[src/rtl/io_ports_regs.svh]
// register offsets, field positions and reset values of the port block
`ifndef IO_PORTS_REGS_SVH
`define IO_PORTS_REGS_SVH

`define ADDR_OPTION        4'h0
`define ADDR_IN_LEVEL      4'h1
`define ADDR_IN_FLAGS      4'h2
`define ADDR_IN_ENABLE     4'h3
`define ADDR_B_DATA        4'h4
`define ADDR_B_DIR         4'h5
`define ADDR_C_DATA        4'h6
`define ADDR_C_FLAGS       4'h7
`define ADDR_C_ENABLE      4'h8
`define ADDR_PORTS_CTRL    4'h9
`define ADDR_SLEEP_CTRL    4'hA

`define OPT_WATCHDOG_DIS   0
`define OPT_IN_DEB_BYPASS  1
`define OPT_C_DEB_BYPASS   2
`define OPT_RISING_EDGE    3

`define CTRL_COMBINE       0
`define CTRL_C_DIR         1

`define SLP_B_RELEASE      0
`define SLP_BUZZER_ON_B0   1

`define RESET_NIBBLE       4'h0
`define SLOW_TAP_HZ        128
`define FAST_TAP_HZ        1024

`endif

[src/rtl/io_ports_pkg.sv]
// types shared by the port block
package io_ports_pkg;

  typedef struct packed {
    logic [3:0] addr;
    logic [3:0] wdata;
    logic       wr;
    logic       rd;
  } reg_req_t;

  typedef struct packed {
    logic [3:0] din;
    logic [3:0] dout;
    logic [3:0] oe_n;
  } pin_group_t;

  typedef enum logic [1:0] {
    DEB_IDLE   = 2'b00,
    DEB_SEEN1  = 2'b01,
    DEB_ACCEPT = 2'b10
  } deb_state_t;

endpackage : io_ports_pkg

[src/rtl/io_ports.sv]
// port block: input port, bitwise i/o port, whole-port i/o port with edge interrupts
// Contract
// RULE_01: edge select bit picks falling or rising
// RULE_02: input port debounced unless bypass set
// RULE_03: third port debounced unless bypass set
// RULE_04: debounce needs two stable sample edges
// RULE_05: watchdog disable bit stops the watchdog
// RULE_06: debounced lines 0-2 feed test variables
// RULE_07: input line 3 feeds event counter
// RULE_08: input masks reset to zero
// RULE_09: reading input flags clears them and summary
// RULE_10: input level register returns pin levels
// RULE_11: second port per-bit direction bits
// RULE_12: second data reads pins, writes outputs
// RULE_13: second direction resets to inputs
// RULE_14: blocked option hides pins of outputs
// RULE_15: sleep release tri-states second outputs
// RULE_16: second line 0 can carry buzzer
// RULE_17: one bit sets third port direction
// RULE_18: third port has masked edge interrupts
// RULE_19: third direction and mask reset zero
// RULE_20: combine bit ANDs port requests
// RULE_21: combine bit0, third direction bit1
// RULE_22: flags set only when masked in
// RULE_23: pins synchronised before edge compare
//
// The address map and the address-and-strobe port are this design's own decisions.
`timescale 1ns/1ns
`include "io_ports_regs.svh"

module io_ports #(
  parameter int  WIDTH         = 4,
  parameter bit  INPUT_BLOCKED = 1'b0
) (
  input  wire logic                     sys_clk,
  input  wire logic                     rst,
  input  wire logic                     clk_en,
  input  wire io_ports_pkg::reg_req_t   req,
  output      logic [3:0]               rdata,
  input  wire logic                     fast_tap,
  input  wire logic                     slow_tap,
  input  wire logic                     use_slow_tap,
  input  wire logic                     sleep,
  input  wire logic                     buzzer_tone,
  input  wire logic                     buzzer_en,
  input  wire logic [3:0]               in_pins,
  input  wire logic [3:0]               b_pins_in,
  output      logic [3:0]               b_pins_out,
  output      logic [3:0]               b_pins_oe_n,
  input  wire logic [3:0]               c_pins_in,
  output      logic [3:0]               c_pins_out,
  output      logic [3:0]               c_pins_oe_n,
  output      logic                     branch_test_var_one,
  output      logic                     branch_test_var_two,
  output      logic                     branch_test_var_three,
  output      logic                     event_count_in,
  output      logic                     watchdog_disable,
  output      logic                     central_irq_request,
  output      logic                     input_port_summary_flag,
  output      logic                     buzzer_on_b0
);
  import io_ports_pkg::*;

  if (WIDTH != 4) begin : g_width_check
    $error("port width must be 4");
  end

  // ----------------------------------------------------------------
  // synchronisers
  // ----------------------------------------------------------------
  logic [3:0] in_s1_ff, in_s2_ff, b_s1_ff, b_s2_ff, c_s1_ff, c_s2_ff;
  logic [1:0] tap_s1_ff, tap_s2_ff, tap_prev_ff;

  always_ff @(posedge sys_clk) begin
    if (rst) begin
      in_s1_ff <= `RESET_NIBBLE;
      in_s2_ff <= `RESET_NIBBLE;
    end else if (clk_en) begin
      in_s1_ff <= in_pins;                    // [RULE_23]
      in_s2_ff <= in_s1_ff;
    end
  end

  always_ff @(posedge sys_clk) begin
    if (rst) begin
      b_s1_ff <= `RESET_NIBBLE;
      b_s2_ff <= `RESET_NIBBLE;
    end else if (clk_en) begin
      b_s1_ff <= b_pins_in;
      b_s2_ff <= b_s1_ff;
    end
  end

  always_ff @(posedge sys_clk) begin
    if (rst) begin
      c_s1_ff <= `RESET_NIBBLE;
      c_s2_ff <= `RESET_NIBBLE;
    end else if (clk_en) begin
      c_s1_ff <= c_pins_in;                   // [RULE_23]
      c_s2_ff <= c_s1_ff;
    end
  end

  always_ff @(posedge sys_clk) begin
    if (rst) begin
      tap_s1_ff   <= 2'h0;
      tap_s2_ff   <= 2'h0;
      tap_prev_ff <= 2'h0;
    end else if (clk_en) begin
      tap_s1_ff   <= {slow_tap, fast_tap};
      tap_s2_ff   <= tap_s1_ff;
      tap_prev_ff <= tap_s2_ff;
    end
  end

  logic sample_tick;
  assign sample_tick = use_slow_tap ? (tap_s2_ff[1] & ~tap_prev_ff[1])
                                    : (tap_s2_ff[0] & ~tap_prev_ff[0]);

  // ----------------------------------------------------------------
  // registers
  // ----------------------------------------------------------------
  logic [3:0] option_ff, in_enable_ff, b_data_ff, b_dir_ff;
  logic [3:0] c_data_ff, c_enable_ff, sleep_ctrl_ff;
  logic [1:0] ports_ctrl_ff;

  function automatic logic wr_hit(input reg_req_t r, input logic [3:0] a);
    wr_hit = r.wr && (r.addr == a);
  endfunction : wr_hit

  function automatic logic rd_hit(input reg_req_t r, input logic [3:0] a);
    rd_hit = r.rd && (r.addr == a);
  endfunction : rd_hit

  always_ff @(posedge sys_clk) begin
    if (rst) begin
      option_ff <= `RESET_NIBBLE;
    end else if (clk_en && wr_hit(req, `ADDR_OPTION)) begin
      option_ff <= req.wdata;
    end
  end

  always_ff @(posedge sys_clk) begin
    if (rst) begin
      in_enable_ff <= `RESET_NIBBLE;          // [RULE_08]
    end else if (clk_en && wr_hit(req, `ADDR_IN_ENABLE)) begin
      in_enable_ff <= req.wdata;
    end
  end

  always_ff @(posedge sys_clk) begin
    if (rst) begin
      b_data_ff <= `RESET_NIBBLE;
    end else if (clk_en && wr_hit(req, `ADDR_B_DATA)) begin
      b_data_ff <= req.wdata;                 // [RULE_12]
    end
  end

  always_ff @(posedge sys_clk) begin
    if (rst) begin
      b_dir_ff <= `RESET_NIBBLE;              // [RULE_13]
    end else if (clk_en && wr_hit(req, `ADDR_B_DIR)) begin
      b_dir_ff <= req.wdata;                  // [RULE_11]
    end
  end

  always_ff @(posedge sys_clk) begin
    if (rst) begin
      c_data_ff <= `RESET_NIBBLE;
    end else if (clk_en && wr_hit(req, `ADDR_C_DATA)) begin
      c_data_ff <= req.wdata;
    end
  end

  always_ff @(posedge sys_clk) begin
    if (rst) begin
      c_enable_ff <= `RESET_NIBBLE;           // [RULE_19]
    end else if (clk_en && wr_hit(req, `ADDR_C_ENABLE)) begin
      c_enable_ff <= req.wdata;
    end
  end

  always_ff @(posedge sys_clk) begin
    if (rst) begin
      ports_ctrl_ff <= 2'h0;                  // [RULE_19] [RULE_21]
    end else if (clk_en && wr_hit(req, `ADDR_PORTS_CTRL)) begin
      ports_ctrl_ff <= req.wdata[1:0];        // [RULE_21]
    end
  end

  always_ff @(posedge sys_clk) begin
    if (rst) begin
      sleep_ctrl_ff <= `RESET_NIBBLE;
    end else if (clk_en && wr_hit(req, `ADDR_SLEEP_CTRL)) begin
      sleep_ctrl_ff <= req.wdata;
    end
  end

  assign watchdog_disable = option_ff[`OPT_WATCHDOG_DIS];   // [RULE_05]

  // ----------------------------------------------------------------
  // debouncers
  // ----------------------------------------------------------------
  logic [7:0] raw_all;
  assign raw_all = {c_s2_ff, in_s2_ff};
  logic [7:0] deb_level_ff;
  deb_state_t deb_state_ff [8];

  always_ff @(posedge sys_clk) begin
    if (rst) begin
      deb_level_ff <= 8'h00;
      for (int i = 0; i < 8; i++) begin
        deb_state_ff[i] <= DEB_IDLE;
      end
    end else if (clk_en && sample_tick) begin
      for (int i = 0; i < 8; i++) begin
        case (deb_state_ff[i])           // [RULE_04]
          DEB_IDLE: begin
            if (raw_all[i] != deb_level_ff[i]) deb_state_ff[i] <= DEB_SEEN1;
          end
          DEB_SEEN1: begin
            if (raw_all[i] != deb_level_ff[i]) deb_state_ff[i] <= DEB_ACCEPT;
            else deb_state_ff[i] <= DEB_IDLE;
          end
          DEB_ACCEPT: begin
            deb_state_ff[i] <= DEB_IDLE;
          end
          default: deb_state_ff[i] <= DEB_IDLE;
        endcase
        if (deb_state_ff[i] == DEB_SEEN1 && raw_all[i] != deb_level_ff[i]) begin
          deb_level_ff[i] <= raw_all[i];
        end
      end
    end
  end

  logic [3:0] in_eff, c_eff;
  assign in_eff = option_ff[`OPT_IN_DEB_BYPASS] ? in_s2_ff : deb_level_ff[3:0];  // [RULE_02]
  assign c_eff  = option_ff[`OPT_C_DEB_BYPASS]  ? c_s2_ff  : deb_level_ff[7:4];  // [RULE_03]

  assign branch_test_var_one   = deb_level_ff[0];   // [RULE_06]
  assign branch_test_var_two   = deb_level_ff[1];   // [RULE_06]
  assign branch_test_var_three = deb_level_ff[2];   // [RULE_06]
  assign event_count_in        = in_eff[3];         // [RULE_07]

  // ----------------------------------------------------------------
  // edge detection and request flags
  // ----------------------------------------------------------------
  logic [3:0] in_prev_ff, c_prev_ff, in_flags_ff, c_flags_ff;

  function automatic logic [3:0] edges(input logic [3:0] cur, input logic [3:0] prev,
                                       input logic rising);
    edges = rising ? (cur & ~prev) : (~cur & prev);
  endfunction : edges

  logic [3:0] in_hit, c_hit;
  logic       c_is_input;
  assign c_is_input = ~ports_ctrl_ff[`CTRL_C_DIR];
  assign in_hit = edges(in_eff, in_prev_ff, option_ff[`OPT_RISING_EDGE]) & in_enable_ff;  // [RULE_01] [RULE_22]
  assign c_hit  = edges(c_eff, c_prev_ff, option_ff[`OPT_RISING_EDGE]) & c_enable_ff
                  & {4{c_is_input}};                                                       // [RULE_18]

  logic rd_in_flags, rd_c_flags;
  assign rd_in_flags = rd_hit(req, `ADDR_IN_FLAGS);
  assign rd_c_flags  = rd_hit(req, `ADDR_C_FLAGS);

  always_ff @(posedge sys_clk) begin
    if (rst) begin
      in_prev_ff  <= `RESET_NIBBLE;
      in_flags_ff <= `RESET_NIBBLE;           // [RULE_09]
    end else if (clk_en) begin
      in_prev_ff  <= in_eff;
      in_flags_ff <= (rd_in_flags ? `RESET_NIBBLE : in_flags_ff) | in_hit;   // [RULE_09] [RULE_22]
    end
  end

  always_ff @(posedge sys_clk) begin
    if (rst) begin
      c_prev_ff  <= `RESET_NIBBLE;
      c_flags_ff <= `RESET_NIBBLE;
    end else if (clk_en) begin
      c_prev_ff  <= c_eff;
      c_flags_ff <= (rd_c_flags ? `RESET_NIBBLE : c_flags_ff) | c_hit;       // [RULE_18]
    end
  end

  logic in_req, c_req;
  assign in_req = |in_flags_ff;                // [RULE_22]
  assign c_req  = |c_flags_ff;
  assign input_port_summary_flag = in_req;     // [RULE_09]
  assign central_irq_request = ports_ctrl_ff[`CTRL_COMBINE] ? (in_req & c_req)
                                                            : (in_req | c_req);  // [RULE_20]

  // ----------------------------------------------------------------
  // output pins
  // ----------------------------------------------------------------
  logic b0_buzzer;
  assign b0_buzzer    = buzzer_en & sleep_ctrl_ff[`SLP_BUZZER_ON_B0];
  assign buzzer_on_b0 = b0_buzzer;

  logic [3:0] b_drive;
  assign b_drive = (b_dir_ff | {3'h0, b0_buzzer})
                   & ~{4{sleep & sleep_ctrl_ff[`SLP_B_RELEASE]}};          // [RULE_11] [RULE_15]
  assign b_pins_oe_n = ~b_drive;
  assign b_pins_out  = {b_data_ff[3:1], b0_buzzer ? buzzer_tone : b_data_ff[0]};  // [RULE_16]
  assign c_pins_oe_n = {4{c_is_input}};                                    // [RULE_17]
  assign c_pins_out  = c_data_ff;                                          // [RULE_17]

  // ----------------------------------------------------------------
  // read path
  // ----------------------------------------------------------------
  function automatic logic [3:0] pin_view(input logic [3:0] pins, input logic [3:0] outs,
                                          input logic [3:0] dir);
    pin_view = INPUT_BLOCKED ? ((pins & ~dir) | (outs & dir)) : pins;      // [RULE_14]
  endfunction : pin_view

  logic [3:0] nxt_rdata;
  always_comb begin
    nxt_rdata = 4'h0;
    if (req.rd) begin
      if (req.addr == `ADDR_OPTION) nxt_rdata = option_ff;
      else if (req.addr == `ADDR_IN_LEVEL) nxt_rdata = in_s2_ff;           // [RULE_10]
      else if (req.addr == `ADDR_IN_FLAGS) nxt_rdata = in_flags_ff;
      else if (req.addr == `ADDR_IN_ENABLE) nxt_rdata = in_enable_ff;
      else if (req.addr == `ADDR_B_DATA) nxt_rdata = pin_view(b_s2_ff, b_data_ff, b_dir_ff);  // [RULE_12]
      else if (req.addr == `ADDR_B_DIR) nxt_rdata = b_dir_ff;
      else if (req.addr == `ADDR_C_DATA) nxt_rdata = pin_view(c_s2_ff, c_data_ff, {4{~c_is_input}});
      else if (req.addr == `ADDR_C_FLAGS) nxt_rdata = c_flags_ff;
      else if (req.addr == `ADDR_C_ENABLE) nxt_rdata = c_enable_ff;
      else if (req.addr == `ADDR_PORTS_CTRL) nxt_rdata = {2'h0, ports_ctrl_ff};
      else if (req.addr == `ADDR_SLEEP_CTRL) nxt_rdata = sleep_ctrl_ff;
      else nxt_rdata = 4'h0;
    end
  end

  logic [3:0] rdata_ff;
  always_ff @(posedge sys_clk) begin
    if (rst) begin
      rdata_ff <= 4'h0;
    end else if (clk_en) begin
      rdata_ff <= nxt_rdata;
    end
  end
  assign rdata = rdata_ff;

endmodule : io_ports

[config.mk]
export PLATFORM = sky130hd
export DESIGN_NAME = io_ports
export DESIGN_NICKNAME = d
export VERILOG_FILES = /design/src/rtl/io_ports_pkg.sv /design/src/rtl/io_ports.sv
export VERILOG_INCLUDE_DIRS = /design/src /design/src/rtl
export SDC_FILE = /design/constraint.sdc
export NUM_CORES = 1
export LEC_CHECK = 0
export BUFFER_PORTS_ARGS = -buffer_cell sky130_fd_sc_hd__buf_2
export CORE_ASPECT_RATIO = 0.6
export CORE_MARGIN = 3
export CORE_UTILIZATION = 55
export CTS_BUF_LIST = sky130_fd_sc_hd__clkbuf_8 sky130_fd_sc_hd__clkbuf_16
export CTS_CLUSTER_DIAMETER = 50
export CTS_CLUSTER_SIZE = 25
export DETAILED_ROUTE_END_ITERATION = 16
export PLACE_DENSITY = 0.87
export SLEW_MARGIN = 0
export SYNTH_ARGS = -nofsm -noshare
export SYNTH_HDL_FRONTEND = slang
export SYNTH_SLANG_ARGS = --single-unit
[constraint.sdc]
create_clock -name sys_clk -period 3.8 [get_ports sys_clk]
set_input_delay 0.57 -clock sys_clk [delete_from_list [all_inputs] [get_ports sys_clk]]
set_output_delay 0.57 -clock sys_clk [all_outputs]
set_load 0.03 [all_outputs]
==> results of run 1 <==
layout make-up:
class	count	area [sq um]	area share
Clock inverter	6	51.30	0.009274
Sequential cell	104	2242	0.4053
Inverter	9	33.78	0.006107
Timing Repair Buffer	61	312.8	0.05655
Clock buffer	10	239.0	0.04320
Multi-Input combinational cell	378	2512	0.4542
Tap cell	112	140.1	0.02533
cells in the mapped netlist, drive strengths merged, types with 8 or more instances:
cell type  number
a21o            8
a21oi          10
a32oi           8
buf            21
clkbuf         19
dfxtp          88
edfxtp         16
inv             8
mux2i          82
nand2          23
nand2b         16
nand3b         12
nor2          111
nor4            8
o21ai          18
cells by family (layout without fill, tap and decap cells):
kind of cell | after synthesis | in the layout | synth area share
AND/OR/NAND/NOR | 208 | 208 | 0.2073
flip-flops | 104 | 104 | 0.4504
multiplexers | 89 | 89 | 0.1807
AO/OA/AOI/OAI | 72 | 72 | 0.1005
buffers and inverters | 49 | 86 | 0.04499
XOR/XNOR | 8 | 8 | 0.01407
adder cells (fa/ha/maj) | 1 | 1 | 0.002011
worst max path at each step:
stage                                      from                                to  slack (ns)  depth (start not counted)
floorplan                             buzzer_en                    b_pins_oe_n[0]        1.66                          2
global placement                         clk_en  deb_state_ff[0][0]$_SDFFCE_PP0P_        1.46                          6
detailed placement                       req[6]             rdata[3]$_SDFFE_PP0P_        1.35                          5
CTS                 in_flags_ff[0]$_SDFFE_PP0P_               central_irq_request        1.41                          4
global route        in_flags_ff[0]$_SDFFE_PP0P_               central_irq_request        1.31                          4
finish              in_flags_ff[0]$_SDFFE_PP0P_               central_irq_request        1.30                          4
metrics by stage:
stage,setup slack [ns],instance area [sq um],cells,total power [mW],hold slack [ns]
after global routing,1.314,5532,680,2.314,0.4819
after detailed placement,1.355,5241,664,1.360,0.4790
final,1.296,5532,680,2.238,0.4555
after global placement,1.460,5241,664,1.351,0.4659
after CTS,1.407,5532,680,2.246,0.4491
after floorplan,1.661,4979,531,1.308,0.4509
routing by layer:
layer | GRT usage | vias up
li1 | - | 1936
met2 | 0.3466 | 215
met3 | 0.06751 | 33
met5 | 0 | -
met4 | 0.04927 | 0
met1 | 0.3471 | 1972
worst max-delay path, cell delays in order (launching register included):
cell and delay [ns]:
sky130_fd_sc_hd__dfxtp_1 0.35, sky130_fd_sc_hd__nor4_1 0.74, sky130_fd_sc_hd__maj3_1 0.29, sky130_fd_sc_hd__inv_1 0.04, sky130_fd_sc_hd__buf_2 0.17
power by group:
part	internal [mW]	switching, mW	total (mW)
combinational	0.0652	0.108	0.173
sequential	1.14	0.0233	1.17
clock	0.473	0.426	0.899
total	1.68	0.558	2.24
cells in the final DEF (no fill, tap or decap), types with 2 or more instances in the layout:
| cell type | count |
|---|---|
| sky130_fd_sc_hd__edfxtp_1 | 16 |
| sky130_fd_sc_hd__clkinv_4 | 2 |
| sky130_fd_sc_hd__and2b_1 | 2 |
| sky130_fd_sc_hd__nor2b_1 | 2 |
| sky130_fd_sc_hd__a21o_1 | 8 |
| sky130_fd_sc_hd__xnor2_1 | 7 |
| sky130_fd_sc_hd__nor4_1 | 7 |
| sky130_fd_sc_hd__nor4b_1 | 7 |
| sky130_fd_sc_hd__o32ai_1 | 2 |
| sky130_fd_sc_hd__buf_4 | 3 |
| sky130_fd_sc_hd__clkbuf_16 | 9 |
| sky130_fd_sc_hd__o21ai_0 | 18 |
| sky130_fd_sc_hd__nand2b_1 | 15 |
| sky130_fd_sc_hd__or3_1 | 2 |
| sky130_fd_sc_hd__mux2_2 | 7 |
| sky130_fd_sc_hd__nor2_1 | 108 |
| sky130_fd_sc_hd__dfxtp_1 | 88 |
| sky130_fd_sc_hd__a211oi_1 | 6 |
| sky130_fd_sc_hd__or3b_4 | 2 |
| sky130_fd_sc_hd__nand2_1 | 23 |
| sky130_fd_sc_hd__a2111oi_0 | 2 |
| sky130_fd_sc_hd__o21a_1 | 3 |
| sky130_fd_sc_hd__inv_1 | 7 |
| sky130_fd_sc_hd__nand3_1 | 5 |
| sky130_fd_sc_hd__o22ai_1 | 5 |
| sky130_fd_sc_hd__nand3b_1 | 12 |
| sky130_fd_sc_hd__mux2i_1 | 82 |
| sky130_fd_sc_hd__a32oi_1 | 8 |
| sky130_fd_sc_hd__a221oi_1 | 3 |
| sky130_fd_sc_hd__nor3_1 | 6 |
| sky130_fd_sc_hd__buf_2 | 58 |
| sky130_fd_sc_hd__a21oi_1 | 10 |
| sky130_fd_sc_hd__inv_8 | 2 |
| sky130_fd_sc_hd__nand4_1 | 3 |
| sky130_fd_sc_hd__nor2_2 | 3 |
| sky130_fd_sc_hd__or2_2 | 2 |
==> run metrics, run 1 <==
result of the run finished, final reports clean; Slew @ Worst Pin 1.055 ns; placement row count 26; hold_buf cts 0; Synth area leader sky130_fd_sc_hd__dfxtp_1; total inserted antenna cells 0; data arrival time of the worst path 1.93 ns; HPWL after detailed placement 8.506 mm; Core Region 8653 sq um; number of DRC violations after detailed routing 0; average size of a mapped cell 9.376 sq um; top fanout value on the critical path 3; worst hold path stage count 3; violation count after the first detailed-route iteration 423; uppermost metal layer occupied by signal nets met4; cell area after technology mapping 4979 sq um; peak ir drop on the vdd network 0.2769 mV; number of antenna violations at the first check in global routing 0; clock tree from TritonCTS yes; Data required, critical path 3.23 ns; headroom to the max-slew limit 0.2969; number of buffers created by CTS 9; core occupancy in the finished layout 0.6392; Warnings, synthesis 0; number of fill cells 702; met1 layer wirelength in the final routing 5.413 mm; number of flip-flops under the largest register name 16; Worst R2R Setup Slack 1.77 ns; maximum achievable frequency 0.3994 GHz; final global-route overflow total 0; fraction of the cycle the final worst path needs 0.6588; fraction of registers with async set or reset after synthesis 0; Die Outline Area 10270 sq um; class of the tightest hold or removal check in -> reg; number of hold violations in the final report 0; top-area cell type share of the netlist area 0.3539; overall global routing resource usage 0.2365; worst reg2reg path depth 6; post-synthesis sequential element count 104; number of nets in the finished design 594; Max Root-Sink Buffers 2; start-to-end type of the worst setup path reg -> out; detailed-route via count 4156; unrepaired setup endpoints after global routing false; total met2 wirelength after detailed routing 5.250 mm; starting density of the core 0.5753; area delta synth->final 11.11%; distinct cell type count of the synthesized netlist 55; cell area power density 404.7 nW/um^2; number of port buffers 58; beginning of the worst register-to-register path tap_s2_ff[0]$_SDFFE_PP0P_; top flip-flop cell by instance count after synthesis sky130_fd_sc_hd__dfxtp_1; Detail Route met3 WL 1.272 mm; clock skew 0.008874 ns; hold-critical path endpoint b_s1_ff[3]$_SDFFE_PP0P_; register clock-pin slew on the reported worst setup and hold paths 0.07 ns; time the final worst path needs with I/O delays and setup 2.504 ns; clock latency on the worst-skew pair 0.35 ns; vias in the first global route 3770; Crit. End Element primary output; number of nets in the synthesized netlist 562; count of endpoints failing setup in the final report 0; Die Wd 128.8 um; Max-Cap Viols 0; start point of the worst min-delay path b_pins_in[3]; number of sinks handled by clock tree synthesis 104; clock root buffer master sky130_fd_sc_hd__clkbuf_16; remaining number of nets flagged by the antenna check after routing 0; total detailed-routing wirelength 12.09 mm; number of synthesized flops with an enable pin 16; maximum number of pins on one net before global-route repair 103; Slew Viols, Final 0; P_leak 2.280 nW; fraction of final layout cells sized beyond drive strength 1 0.1690; largest registers ranked by flip-flop count deb_state_ff (16), deb_level_ff (8); wire length per cell 17.78 um; Biggest register deb_state_ff; number of top-level pins 59; count of H-tree levels built during CTS 3; Synth area leaders sky130_fd_sc_hd__dfxtp_1, sky130_fd_sc_hd__mux2i_1, sky130_fd_sc_hd__edfxtp_1, sky130_fd_sc_hd__nor2_1, sky130_fd_sc_hd__nand2b_1; first-pass GRT wire length 19.29 mm; cell count after synthesis 531; gp weighted congestion 0.9957; Avg Vias per Cell 6.112; endpoint of the worst register-to-register path deb_state_ff[0][1]$_SDFFCE_PP0P_; post-CTS setup-driven buffer insertion count 0; overall die height 79.70 um; first-pass iteration count of the detailed router 7; category of the worst setup path launch point flop; CTS-repair resized insts 0; Setup TNS 0 ns; sequential area share after synthesis 0.4504
Power figures use the tool's default switching activity.
==> run 2: changes to the inputs <==
CORE_UTILIZATION = 53   (was 55)
clock period = 2 ns   (was 3.8 ns; I/O delays follow)
==> run 2 against run 1 <==
Die area is 3.5% higher; flip-flop and latch count is the same; clock skew is 0.00062 ns higher; non-clock buffer count up 15; setup slack lost 1.3 ns; global-route usage down 0.23 points; highest routed layer unchanged.
==> run metrics, run 2 (synthesized netlist as in run 1, its figures left out) <==
overall die height 81.08 um (was 79.70 um); total inserted antenna cells 0 (unchanged); register clock-pin slew on the reported worst setup and hold paths 0.07 ns (about the same); worst reg2reg path depth 5 (was 6); design internal power 3.488 mW (was 1.681 mW); Clk network pwr share 0.435 (was 0.402); buffers plus inverters on the worst setup path 2 (unchanged); first-pass iteration count of the detailed router 5 (was 7); number of flip-flops under the largest register name 16 (unchanged); start-to-end type of the worst setup path reg -> out (unchanged); largest registers ranked by flip-flop count deb_state_ff (16), deb_level_ff (8) (unchanged); Die Outline Area 10630 sq um (was 10270 sq um); total power draw 4.536 mW (was 2.238 mW); Max Root-Sink Buffers 2 (unchanged); peak ir drop on the vdd network 0.5854 mV (was 0.2769 mV); vias in the first global route 3899 (was 3770); Worst path max stage delay 0.47 ns (was 0.74 ns); Core Region 8816 sq um (was 8653 sq um); number of sinks handled by clock tree synthesis 104 (unchanged); fraction of final layout cells sized beyond drive strength 1 0.1887 (was 0.1690); area delta synth->final 14.93% (was 11.11%); hold_buf cts 0 (unchanged); CTS-repair resized insts 0 (unchanged); Die Wd 131.1 um (was 128.8 um); maximum number of pins on one net before global-route repair 85 (was 103); placement row count 26 (unchanged); count of endpoints failing setup in the final report 0 (unchanged); number of top-level pins 59 (unchanged); fraction of the cycle the final worst path needs 0.9907; remaining number of nets flagged by the antenna check after routing 0 (unchanged); clock latency on the worst-skew pair 0.35 ns (about the same); clock tree from TritonCTS yes (unchanged); Slew @ Worst Pin 0.5183 ns (was 1.055 ns); cell with the largest stage delay on the worst path sky130_fd_sc_hd__nor4_1 (unchanged); count of H-tree levels built during CTS 3 (unchanged); wire length per cell 17.52 um (was 17.78 um); Crit. End Element primary output (unchanged); number of hold violations in the final report 0 (unchanged); maximum achievable frequency 0.5047 GHz; data arrival time of the worst path 1.68 ns (was 1.93 ns); number of fill cells 696 (was 702); number of nets in the finished design 609 (was 594); number of antenna violations at the first check in global routing 0 (unchanged); gp weighted congestion 0.9114 (was 0.9957); detailed-route via count 4133 (was 4156); Biggest register deb_state_ff (unchanged); number of buffers created by CTS 9 (unchanged); most frequent standard cell in the layout excluding fill and tap cells sky130_fd_sc_hd__nor2_1 (unchanged); Net Sw Power 1.048 mW (was 0.5577 mW); unrepaired setup endpoints after global routing false (unchanged); proportion of total power due to net switching 0.2311 (was 0.2492); first-pass GRT wire length 19.83 mm (was 19.29 mm); worst hold path stage count 3 (unchanged); area taken by flip-flops and latches 2242 sq um (unchanged); kind of cell with the highest combined delay on the critical path simple AND/OR/NAND/NOR gates (unchanged); Max-Cap Viols 0 (unchanged); category of the worst setup path launch point flop (unchanged); combinational cell fraction of total power 0.078 (was 0.077); Slew Viols, Final 0 (unchanged); Data required, critical path 1.70 ns (was 3.23 ns); headroom to the max-slew limit 0.6513 (was 0.2969); sequential share of power 0.488 (was 0.521); HPWL after detailed placement 9.001 mm (was 8.506 mm); Setup TNS 0 ns (unchanged); cell area power density 792.9 nW/um^2 (was 404.7 nW/um^2); post-CTS setup-driven buffer insertion count 0 (unchanged); clock skew 0.009496 ns (was 0.008874 ns); ordered list of cells on the worst path nor4_1 -> maj3_1 -> inv_1 -> buf_2 (unchanged); P_leak 2.380 nW (was 2.280 nW); top fanout value on the critical path 3 (unchanged); instance count on the critical path 4 (unchanged); final global-route overflow total 0 (unchanged); number of DRC violations after detailed routing 0 (unchanged); area occupied by multi-input gates 2512 sq um (unchanged); class of the tightest hold or removal check in -> reg (unchanged); total detailed-routing wirelength 12.42 mm (was 12.09 mm); Avg Vias per Cell 5.829 (was 6.112); starting density of the core 0.5647 (was 0.5753); result of the run finished, final reports clean (unchanged); violation count after the first detailed-route iteration 471 (was 423); most frequent cells in the layout sky130_fd_sc_hd__nor2_1, sky130_fd_sc_hd__dfxtp_1, sky130_fd_sc_hd__mux2i_1 (unchanged); number of port buffers 58 (unchanged); clock root buffer master sky130_fd_sc_hd__clkbuf_16 (unchanged); overall global routing resource usage 0.2342 (was 0.2365); time the final worst path needs with I/O delays and setup 1.981 ns
[run 2: cell types whose count changed in the layout (fill, tap and decap cells not counted)]
cell and delta:
sky130_fd_sc_hd__buf_12 +1, sky130_fd_sc_hd__buf_4 +14, sky130_fd_sc_hd__bufinv_16 +2, sky130_fd_sc_hd__clkbuf_16 +1
sky130_fd_sc_hd__clkbuf_8 -1, sky130_fd_sc_hd__clkinv_2 -1, sky130_fd_sc_hd__clkinv_4 -2, sky130_fd_sc_hd__inv_1 +1
sky130_fd_sc_hd__inv_6 +2, sky130_fd_sc_hd__inv_8 -2
[run 2: path summary, 6_finish.rpt]
check	endpoint	start	slack, ns
hold reg to reg	rdata[2]$_SDFFE_PP0P_	rdata[2]$_SDFFE_PP0P_	0.49
setup reg to reg	deb_state_ff[1][3]$_SDFFCE_PP0P_	tap_s2_ff[0]$_SDFFE_PP0P_	0.17
hold / removal	tap_s1_ff[0]$_SDFFE_PP0P_	fast_tap	0.19
setup / recovery	central_irq_request	c_flags_ff[2]$_SDFFE_PP0P_	0.02
[run 2: stage by stage]
stage	util	setup slack [ns]	area, sq um	hold slack, ns	instances
2_1_floorplan	-	0.2838	4979	0.4439	531
3_3_place_gp	0.6107	0.2013	5384	0.4625	693
3_5_place_dp	0.6107	0.1204	5384	0.4826	693
4_1_cts	0.6490	0.07387	5722	0.1825	709
5_1_grt	0.6490	0.03392	5722	0.2184	709
6_report	0.6490	0.01856	5722	0.1860	709
[run 2: metal layers]
metal / GRT usage / routed length [um] / up-vias
met2: 0.3569 / 5352 / 190
met4: 0.07023 / 195 / 0
met3: 0.07364 / 1188 / 23
li1: - / - / 1959
met1: 0.3222 / 5687 / 1961
met5: 0 / 0 / -
[run 2: worst reg2reg max path, cell delays in order, from the launching register on]
cell                       delay (ns)
sky130_fd_sc_hd__dfxtp_1         0.35
sky130_fd_sc_hd__or3b_4          0.40
sky130_fd_sc_hd__a21boi_4        0.26
sky130_fd_sc_hd__nand2b_2        0.16
sky130_fd_sc_hd__buf_4           0.19
sky130_fd_sc_hd__nor4b_1         0.28
[run 2: final cells by class]
type,count,area share
Clock inverter,6,0.01531
Timing Repair Buffer,76,0.07654
Clock buffer,10,0.04373
Sequential cell,104,0.3919
Tap cell,126,0.02755
Multi-Input combinational cell,378,0.4391
Inverter,9,0.005904
[run 2: power by group through the flow]
stage / Clock (mW) / Sequential [mW] / Combinational, mW
2_1_floorplan: 0 / 2.25 / 0.236
3_3_place_gp: 0 / 2.26 / 0.334
3_5_place_dp: 0 / 2.26 / 0.345
4_1_cts: 2.00 / 2.21 / 0.348
5_1_grt: 2.09 / 2.22 / 0.384
6_report: 1.97 / 2.21 / 0.352
